==> config.mk <==
export PLATFORM = sky130hd
export DESIGN_NAME = serial_io_expander_24bit
export DESIGN_NICKNAME = d
export VERILOG_FILES = /design/src/common/ioexp_pkg.sv /design/src/verilog/ioexp_fifo.sv /design/src/verilog/serial_io_expander_24bit.sv
export VERILOG_INCLUDE_DIRS = /design/src /design/src/common
export SDC_FILE = /design/constraint.sdc
export NUM_CORES = 1
export LEC_CHECK = 0
export ABC_CLOCK_PERIOD_IN_PS = 6980
export BUFFER_PORTS_ARGS = -buffer_cell sky130_fd_sc_hd__buf_2
export CORE_MARGIN = 3
export CORE_UTILIZATION = 50
export CTS_CLUSTER_DIAMETER = 150
export CTS_CLUSTER_SIZE = 10
export DETAILED_ROUTE_END_ITERATION = 8
export MAX_ROUTING_LAYER = met4
export PLACE_DENSITY = 0.66
export SYNTH_ARGS = -nofsm -noshare
export SYNTH_HDL_FRONTEND = slang
export SYNTH_HIERARCHICAL = 1
export SYNTH_SLANG_ARGS = --single-unit
==> constraint.sdc <==
create_clock -name CLK -period 6.98 [get_ports CLK]
set_input_delay 0.349 -clock CLK [delete_from_list [all_inputs] [get_ports CLK]]
set_output_delay 0.349 -clock CLK [all_outputs]
set_load 0.005 [all_outputs]
==> src/common/ioexp_defines.svh <==
// Constants for the serial 24-bit I/O expander
`ifndef IOEXP_DEFINES_SVH
`define IOEXP_DEFINES_SVH

`define IOX_WIDTH        24
`define IOX_BITS_FULL    5'd24
`define IOX_DIR_RESET    24'h000000
`define IOX_LVL_RESET    24'hFFFFFF
`define IOX_FIFO_DEPTH   32
`define IOX_CLK_NS       10
`define IOX_SEL_LOW_NS   200
`define IOX_SEL_LOW_CYC  ((`IOX_SEL_LOW_NS + `IOX_CLK_NS - 1) / `IOX_CLK_NS)

`endif

==> src/common/ioexp_pkg.sv <==
// Types shared by the serial 24-bit I/O expander
`include "ioexp_defines.svh"

package ioexp_pkg;

  typedef enum logic [1:0]
  {
    MODE_INIT = 2'b00,
    MODE_DATA = 2'b01
  } mode_e;

  typedef struct packed
  {
    logic                    to_dir;
    logic [`IOX_WIDTH-1:0]   data;
  } update_s;

  typedef struct packed
  {
    logic                    sck_s1;
    logic                    sck_s2;
    logic                    sck_d;
    logic                    cs_s1;
    logic                    cs_s2;
    logic                    cs_d;
    logic                    din_s1;
    logic                    din_s2;
    logic [`IOX_WIDTH-1:0]   pin_s1;
    logic [`IOX_WIDTH-1:0]   pin_s2;
    mode_e                   mode;
    logic [4:0]              bit_cnt;
    logic [4:0]              low_cnt;
    logic                    first;
    logic [`IOX_WIDTH-1:0]   shreg;
    logic [`IOX_WIDTH-1:0]   cap;
    logic [`IOX_WIDTH-1:0]   direction_type_reg;
    logic [`IOX_WIDTH-1:0]   output_level_reg;
    logic                    pend;
    update_s                 pend_word;
    logic                    dout;
    logic [`IOX_WIDTH-1:0]   pin_out;
    logic [`IOX_WIDTH-1:0]   pin_oe_n;
  } core_s;

endpackage

==> src/verilog/ioexp_fifo.sv <==
// Parameterised valid/ready FIFO for register update words
`timescale 1ns/1ps
`default_nettype none

module ioexp_fifo
#(
  parameter int WIDTH = 25,
  parameter int DEPTH = 32
)
(
  input  wire logic             clk,        // System clock
  input  wire logic             resetn,     // Async reset, active low
  input  wire logic             in_valid,   // Write request
  output logic                  in_ready,   // Space available
  input  wire logic [WIDTH-1:0] in_data,    // Write word
  output logic                  out_valid,  // Word available
  input  wire logic             out_ready,  // Reader takes word
  output logic      [WIDTH-1:0] out_data    // Oldest word
);

  localparam int AW = $clog2(DEPTH);

  typedef struct packed
  {
    logic [DEPTH-1:0][WIDTH-1:0] mem;
    logic [AW:0]                 wr_ptr;
    logic [AW:0]                 rd_ptr;
  } fifo_s;

  fifo_s fifo_reg;
  fifo_s fifo_next;
  logic  full;
  logic  empty;

  // Extra pointer bit tells full from empty when the indices meet
  assign empty     = (fifo_reg.wr_ptr == fifo_reg.rd_ptr);
  assign full      = (fifo_reg.wr_ptr[AW] != fifo_reg.rd_ptr[AW]) &&
                     (fifo_reg.wr_ptr[AW-1:0] == fifo_reg.rd_ptr[AW-1:0]);
  assign in_ready  = ~full;
  assign out_valid = ~empty;
  assign out_data  = fifo_reg.mem[fifo_reg.rd_ptr[AW-1:0]];

  always_comb
  begin
    fifo_next = fifo_reg;
    if (in_valid && !full)
    begin
      fifo_next.mem[fifo_reg.wr_ptr[AW-1:0]] = in_data;
      fifo_next.wr_ptr = fifo_reg.wr_ptr + 1'b1;
    end
    if (out_ready && !empty)
    begin
      fifo_next.rd_ptr = fifo_reg.rd_ptr + 1'b1;
    end
  end

  always_ff @(posedge clk or negedge resetn)
  begin
    if (!resetn)
    begin
      fifo_reg <= '0;
    end
    else
    begin
      fifo_reg <= fifo_next;
    end
  end

endmodule

`default_nettype wire

==> src/verilog/serial_io_expander_24bit.sv <==
// Serial-controlled 24-bit I/O expander core
//
// Notes on behaviour
// RULE1 - There are three 8-bit ports and each pin's direction is set alone.
// RULE2 - Each pin's driver is push-pull or open drain, chosen per bit.
// RULE3 - Each falling shift-clock edge puts the next bit on the output.
// RULE4 - The serial input is sampled on each rising shift-clock edge.
// RULE5 - Shifting happens only while the select input is held low.
// RULE6 - Reset returns sequencing and both configuration words to start.
// RULE7 - During reset the serial output is high and every pin floats.
// RULE8 - Type bit 0 is open drain, 1 is push-pull; level 0 drives low.
// RULE9 - A pin's level is captured only when it is open drain and high.
// RULE10 - Every other configuration reports that pin's input as high.
// RULE11 - Reset clears all type bits and sets all level bits.
// RULE12 - The first fall shows pin zero, the next rise loads the rest.
// RULE13 - The host sends pin zero first and the last pin of port two last.
// RULE14 - Select rising after 24 rises loads type first, later the levels.
// RULE15 - A short first frame keeps type bits zero and enters data mode.
// RULE16 - Received bits follow the captured ones out, for chaining.
`timescale 1ns/1ps
`default_nettype none
`include "ioexp_defines.svh"

module serial_io_expander_24bit
(
  input  wire logic                  CLK,       // System clock, 100 MHz
  input  wire logic                  RESETN,    // Async reset, active low
  input  wire logic                  SCK,       // Shift clock from host
  input  wire logic                  CS_N,      // Select, active low
  input  wire logic                  DIN,       // Serial data in
  output logic                       DOUT,      // Serial data out
  input  wire logic [`IOX_WIDTH-1:0] PIN_IN,    // Pin levels seen
  output logic      [`IOX_WIDTH-1:0] PIN_OUT,   // Pin drive level
  output logic      [`IOX_WIDTH-1:0] PIN_OE_N   // Pin drive enable, low
);

  import ioexp_pkg::*;

  localparam core_s RESET_STATE = '{
    sck_s1:             1'b1,
    sck_s2:             1'b1,
    sck_d:              1'b1,
    cs_s1:              1'b1,
    cs_s2:              1'b1,
    cs_d:               1'b1,
    mode:               MODE_INIT,
    direction_type_reg: `IOX_DIR_RESET,
    output_level_reg:   `IOX_LVL_RESET,
    dout:               1'b1,
    pin_oe_n:           24'hFFFFFF,
    default:            '0
  };

  core_s                   state_reg;
  core_s                   state_next;
  logic                    sel;
  logic                    cs_fall;
  logic                    cs_rise;
  logic                    sck_rise;
  logic                    sck_fall;
  logic [`IOX_WIDTH-1:0]   cap_val;
  logic [`IOX_WIDTH-1:0]   cap_en;
  logic [`IOX_WIDTH-1:0]   drv_out;
  logic [`IOX_WIDTH-1:0]   drv_oe_n;
  logic                    push_ready;
  logic                    pop_valid;
  logic                    pop_ready;
  update_s                 pop_word;
  logic                    cap0;
  logic                    sh0;
  logic                    shmsb;
  logic [`IOX_WIDTH-1:0]   pop_data;

  // Edges come from the synchronised copies only; the first stage is
  // never looked at, which costs two cycles of latency per edge.
  assign sel      = ~state_reg.cs_s2;
  assign cs_fall  = ~state_reg.cs_s2 &  state_reg.cs_d;
  assign cs_rise  =  state_reg.cs_s2 & ~state_reg.cs_d;
  assign sck_rise =  state_reg.sck_s2 & ~state_reg.sck_d;
  assign sck_fall = ~state_reg.sck_s2 &  state_reg.sck_d;

  genvar g;
  generate
    for (g = 0; g < `IOX_WIDTH; g = g + 1)
    begin : g_pin
      // Only an open-drain pin left floating is a real input
      assign cap_en[g]   = ~state_reg.direction_type_reg[g] &
                            state_reg.output_level_reg[g];  // RULE10
      assign cap_val[g]  = cap_en[g] ? state_reg.pin_s2[g] : 1'b1;  // RULE9
      // Floating only for open drain at level one
      assign drv_oe_n[g] = cap_en[g];                                 // RULE8
      assign drv_out[g]  = state_reg.direction_type_reg[g] &
                           state_reg.output_level_reg[g];             // RULE2
    end
  endgenerate

  // Update words are applied only between frames so that a frame in
  // progress never sees its configuration change under it.
  assign pop_ready = ~sel;
  assign pop_data  = pop_word.data;
  assign cap0      = cap_val[0];
  assign sh0       = state_reg.shreg[0];
  assign shmsb     = state_reg.shreg[`IOX_WIDTH-1];

  ioexp_fifo
  #(
    .WIDTH ($bits(update_s)),
    .DEPTH (`IOX_FIFO_DEPTH)
  )
  u_fifo
  (
    .clk       (CLK),
    .resetn    (RESETN),
    .in_valid  (state_reg.pend),
    .in_ready  (push_ready),
    .in_data   (state_reg.pend_word),
    .out_valid (pop_valid),
    .out_ready (pop_ready),
    .out_data  (pop_word)
  );

  always_comb
  begin
    state_next = state_reg;

    state_next.sck_s1 = SCK;
    state_next.sck_s2 = state_reg.sck_s1;
    state_next.sck_d  = state_reg.sck_s2;
    state_next.cs_s1  = CS_N;
    state_next.cs_s2  = state_reg.cs_s1;
    state_next.cs_d   = state_reg.cs_s2;
    state_next.din_s1 = DIN;
    state_next.din_s2 = state_reg.din_s1;
    state_next.pin_s1 = PIN_IN;
    state_next.pin_s2 = state_reg.pin_s1;

    if (sel && state_reg.low_cnt != 5'h1F)
    begin
      state_next.low_cnt = state_reg.low_cnt + 5'h01;
    end

    if (cs_fall)
    begin
      state_next.bit_cnt = 5'h00;
      state_next.low_cnt = 5'h00;
      state_next.first   = 1'b1;
    end
    else if (sel)                                                     // RULE5
    begin
      if (sck_fall)
      begin
        if (state_reg.first)
        begin
          state_next.cap  = cap_val;                                  // RULE12
          state_next.dout = cap_val[0];                               // RULE12
        end
        else
        begin
          state_next.dout = state_reg.shreg[0];                       // RULE3
        end
      end
      if (sck_rise)
      begin
        if (state_reg.first)
        begin
          state_next.shreg = {state_reg.din_s2,
                              state_reg.cap[`IOX_WIDTH-1:1]};         // RULE12
          state_next.first = 1'b0;
        end
        else
        begin
          // Received bits march toward the output behind the port bits
          state_next.shreg = {state_reg.din_s2,
                              state_reg.shreg[`IOX_WIDTH-1:1]};       // RULE16
        end
        if (state_reg.bit_cnt != `IOX_BITS_FULL)
        begin
          state_next.bit_cnt = state_reg.bit_cnt + 5'h01;             // RULE4
        end
      end
    end

    // Acceptance clears first so a new frame end in the same cycle wins
    if (state_reg.pend && push_ready)
    begin
      state_next.pend = 1'b0;
    end

    if (cs_rise)
    begin
      case (state_reg.mode)
        MODE_INIT:
        begin
          if (state_reg.bit_cnt == `IOX_BITS_FULL)
          begin
            state_next.pend      = 1'b1;                              // RULE14
            state_next.pend_word = '{to_dir: 1'b1,
                                     data:   state_reg.shreg};
            state_next.mode      = MODE_DATA;
          end
          else if (state_reg.low_cnt >= `IOX_SEL_LOW_CYC)
          begin
            state_next.mode = MODE_DATA;                              // RULE15
          end
        end
        MODE_DATA:
        begin
          if (state_reg.bit_cnt == `IOX_BITS_FULL)
          begin
            state_next.pend      = 1'b1;                              // RULE14
            state_next.pend_word = '{to_dir: 1'b0,
                                     data:   state_reg.shreg};
          end
        end
        default:
        begin
          state_next.mode = MODE_INIT;
        end
      endcase
    end

    if (pop_valid && pop_ready)
    begin
      if (pop_word.to_dir)
      begin
        state_next.direction_type_reg = pop_word.data;                // RULE1
      end
      else
      begin
        state_next.output_level_reg = pop_word.data;                  // RULE14
      end
    end

    state_next.pin_out  = drv_out;
    state_next.pin_oe_n = drv_oe_n;                                   // RULE8
  end

  always_ff @(posedge CLK or negedge RESETN)
  begin
    if (!RESETN)
    begin
      state_reg <= RESET_STATE;                                // RULE6 RULE11
    end
    else
    begin
      state_reg <= state_next;
    end
  end

  assign DOUT     = state_reg.dout;                                   // RULE7
  assign PIN_OUT  = state_reg.pin_out;
  assign PIN_OE_N = state_reg.pin_oe_n;
endmodule

`default_nettype wire

==> reports/results.tsv <==
stage	metric	value	unit
run_status	status	finished, final reports clean	
clocking	CTS tree	built	
global_routing	initial antenna violation count	1	
timing	f_max	0.2377	GHz
timing	# setup viols final	0	
clocking	post-cts sizing count	0	
clocking	Root Buffer	clkbuf_16	
global_routing	Total GRT Usage	0.2452	
setup_path	R2R Path Start	u_fifo/fifo_reg[1]	
timing	worst rel slew slack	0.06396	
routing	first-iteration detailed-routing DRC count	1737	
die	row cnt	111	
clocking	Setup Fix Bufs, Post-CTS	0	
cells_and_area	Final nets	3060	
synth	sequential area share after synthesis	0.5608	
routing	Remaining DRCs	0	
synth	Yosys cell types	61	
routing	total wire length	115.1	mm
timing	final hold violations	0	
routing	vias per cell	5.974	
synth	syn_area_per_cell	15.27	µm²
power_and_ir_drop	Power, Total	11.94	mW
setup_path	WS Path Type	register to register	
global_routing	vias in the first global route	27960	
cells_and_area	commonest non-fill, non-tap cells in the layout	dfrtp_1 (989), mux2_2 (755), mux2i_1 (174), mux4_2 (150), clkbuf_16 (117)	
place	post-DP HPWL	65.63	mm
cells_and_area	most common cell after layout, fill and taps aside	dfrtp_1	
die	Initial Util	0.5086	
place	I/O Buffers	77	
place	dpl cells	4120	
synth	Post-Synthesis Cells	3076	
clocking	clock network latency to the later pin of the worst-skew pair	0.69	ns
cells_and_area	flip-flop count of the largest register after layout	812	
routing	DR WL/cell	26.49	µm
cells_and_area	final std cells w/o fill	4345	
clocking	Reg clk slew, reported paths	0.06	ns
setup_path	Startpoint Class	register	
setup_path	FF-to-FF End	state_reg[120]	
clocking	H-tree depth	3	
synth	Synth Net Count	3115	
place	Routability Congestion	0.8006	
power_and_ir_drop	peak supply drop	0.1918	mV
power_and_ir_drop	static leakage	24.01	nW
cells_and_area	final instance area	0.05098	mm²
synth	top_reg_cell synth	dfrtp_1	
synth	number of synthesized flops with an enable pin	0	
die	die width	312.5	µm
global_routing	grt ovf	0	
synth	Mapped Area	0.04697	mm²
clocking	Clock Sink Count	1050	
die	I/O pin count	78	
die	core area	0.09236	mm²
setup_path	worst reg2reg path depth	8	
place	Post-DP Area	0.04742	mm²
worst_hold_path	worst min path class	input pin to asynchronous set/reset pin	
routing	post-route ant nets	0	
global_routing	largest net degree at the start of global routing	193	
synth	Seq cells post-synth	1050	
timing	Final TNS setup	0	ns
timing	fin crit share	0.6028	
clocking	CTS max path bufs	3	
cells_and_area	area delta synth->final	8.521	%
routing	DR vias	25960	
synth	Warnings, synthesis	6	
global_routing	first-pass GRT wire length	176.1	mm
routing	Initial DRT Pass Iterations	6	
timing	Slew @ Worst Pin	1.404	ns
timing	Final Skew	0.02186	ns
cells_and_area	fraction of layout cells with a size suffix above 1	0.4202	
die	die height	312.5	µm
synth	share of flip-flops with an asynchronous set or reset	1.000	
setup_path	Setup crit end kind	register	
setup_path	CP arrival	4.77	ns
setup_path	WP data required	7.55	ns
timing	Final Critical Period	4.207	ns
flow_run	max_cap viols	0	
timing	RSZ-0062 raised after global routing	false	
setup_path	Worst Path Max Fanout	53	
power_and_ir_drop	pwr dens	234.2	mW/mm²
timing	Slew Limit Fails	0	
clocking	TritonCTS Buffers	114	
setup_path	R2R setup slack	2.77	ns
die	die area	0.09766	mm²
==> worst max path at each step <==
| stage | from | to | slack (ns) | depth (start not counted) |
|---|---|---|---|---|
| finish | u_fifo/fifo_reg[1] | state_reg[120] | 2.77 | 8 |
| global route | u_fifo/fifo_reg[1] | state_reg[120] | 2.65 | 8 |
| CTS | u_fifo/fifo_reg[1] | state_reg[120] | 2.80 | 8 |
| detailed placement | u_fifo/fifo_reg[1] | state_reg[120] | 2.81 | 8 |
| global placement | u_fifo/fifo_reg[1] | state_reg[105] | 2.83 | 8 |
| floorplan | u_fifo/fifo_reg[0] | state_reg[103] | 4.32 | 10 |
==> synthesized netlist by cell type, types with 26 or more instances <==
cell type / n / area, µm²
clkbuf_1: 115 / 431.7
and2_1: 52 / 325.3
nor2_1: 79 / 296.5
dfstp_2: 55 / 1445
nor2b_1: 26 / 162.7
buf_2: 46 / 230.2
o21ai_0: 53 / 265.3
mux2i_1: 174 / 1742
mux2_2: 755 / 8502
mux2_1: 64 / 720.7
mux4_2: 150 / 3378
mux2_4: 58 / 870.8
dfrtp_1: 995 / 24900
inv_1: 35 / 131.4
buf_4: 98 / 735.7
a21oi_1: 73 / 365.4
buf_6: 27 / 304.0
==> area by class of cell <==
class / instances / area (µm²)
clock buffers: 187 / 3191
well taps: 1243 / 1555
inverters: 37 / 143.9
flip-flops and latches: 1050 / 26360
diodes: 6 / 15.01
clock inverters: 4 / 65.06
multi-input cells: 1681 / 18660
fillers: 7255 / 41380
repair buffers: 137 / 991.0
==> what timing repair did <==
action,CTS,global route
setup endpoints to repair,0,0
endpoints found under the hold margin,112,0
hold buffers,28,0
==> routing by layer <==
metal,vias up,global-route usage,wire length (µm)
li1,11060,-,-
met1,14070,0.3266,50560
met2,591,0.3911,55730
met3,235,0.04071,5653
met4,0,0.07167,3144
met5,-,-,0
==> report_power, final <==
group / switching [mW] / internal, mW
Combinational: 0.190 / 0.0872
Sequential: 0.0693 / 6.18
Clock: 2.34 / 3.08
Total: 2.60 / 9.34
==> metrics by stage <==
step | setup WS [ns] | hold WS [ns] | utilization
finish | 2.773 | 0.2901 | 0.5519
global route | 2.652 | 0.2841 | 0.5518
CTS | 2.801 | 0.2585 | 0.5518
detailed placement | 2.813 | 0.3347 | 0.5135
global placement | 2.832 | 0.3352 | 0.5135
floorplan | 4.320 | 0.05341 | -
==> worst max-delay path, cell delays in order, from the launching register on <==
cell and delay, ns:
dfrtp_4 1.04, buf_4 0.74, mux4_2 0.41, a2111oi_0 0.39, o21ai_0 0.17, and2_1 0.18
nand3_1 0.09, buf_4 0.50, mux2_2 0.41
==> logic make-up (layout without fill, tap and decap cells) <==
kind of cell / after synthesis / in the layout / synth area share
adder cells (fa/ha/maj): 10 / 10 / 0.002664
AO/OA/AOI/OAI: 216 / 216 / 0.02997
AND/OR/NAND/NOR: 238 / 238 / 0.03647
XOR/XNOR: 16 / 16 / 0.002983
other: 0 / 6 / 0
buffers and inverters: 345 / 365 / 0.04321
flip-flops: 1050 / 1050 / 0.5608
multiplexers: 1201 / 1201 / 0.3239
Note: power is estimated with default switching activity, not from simulation.
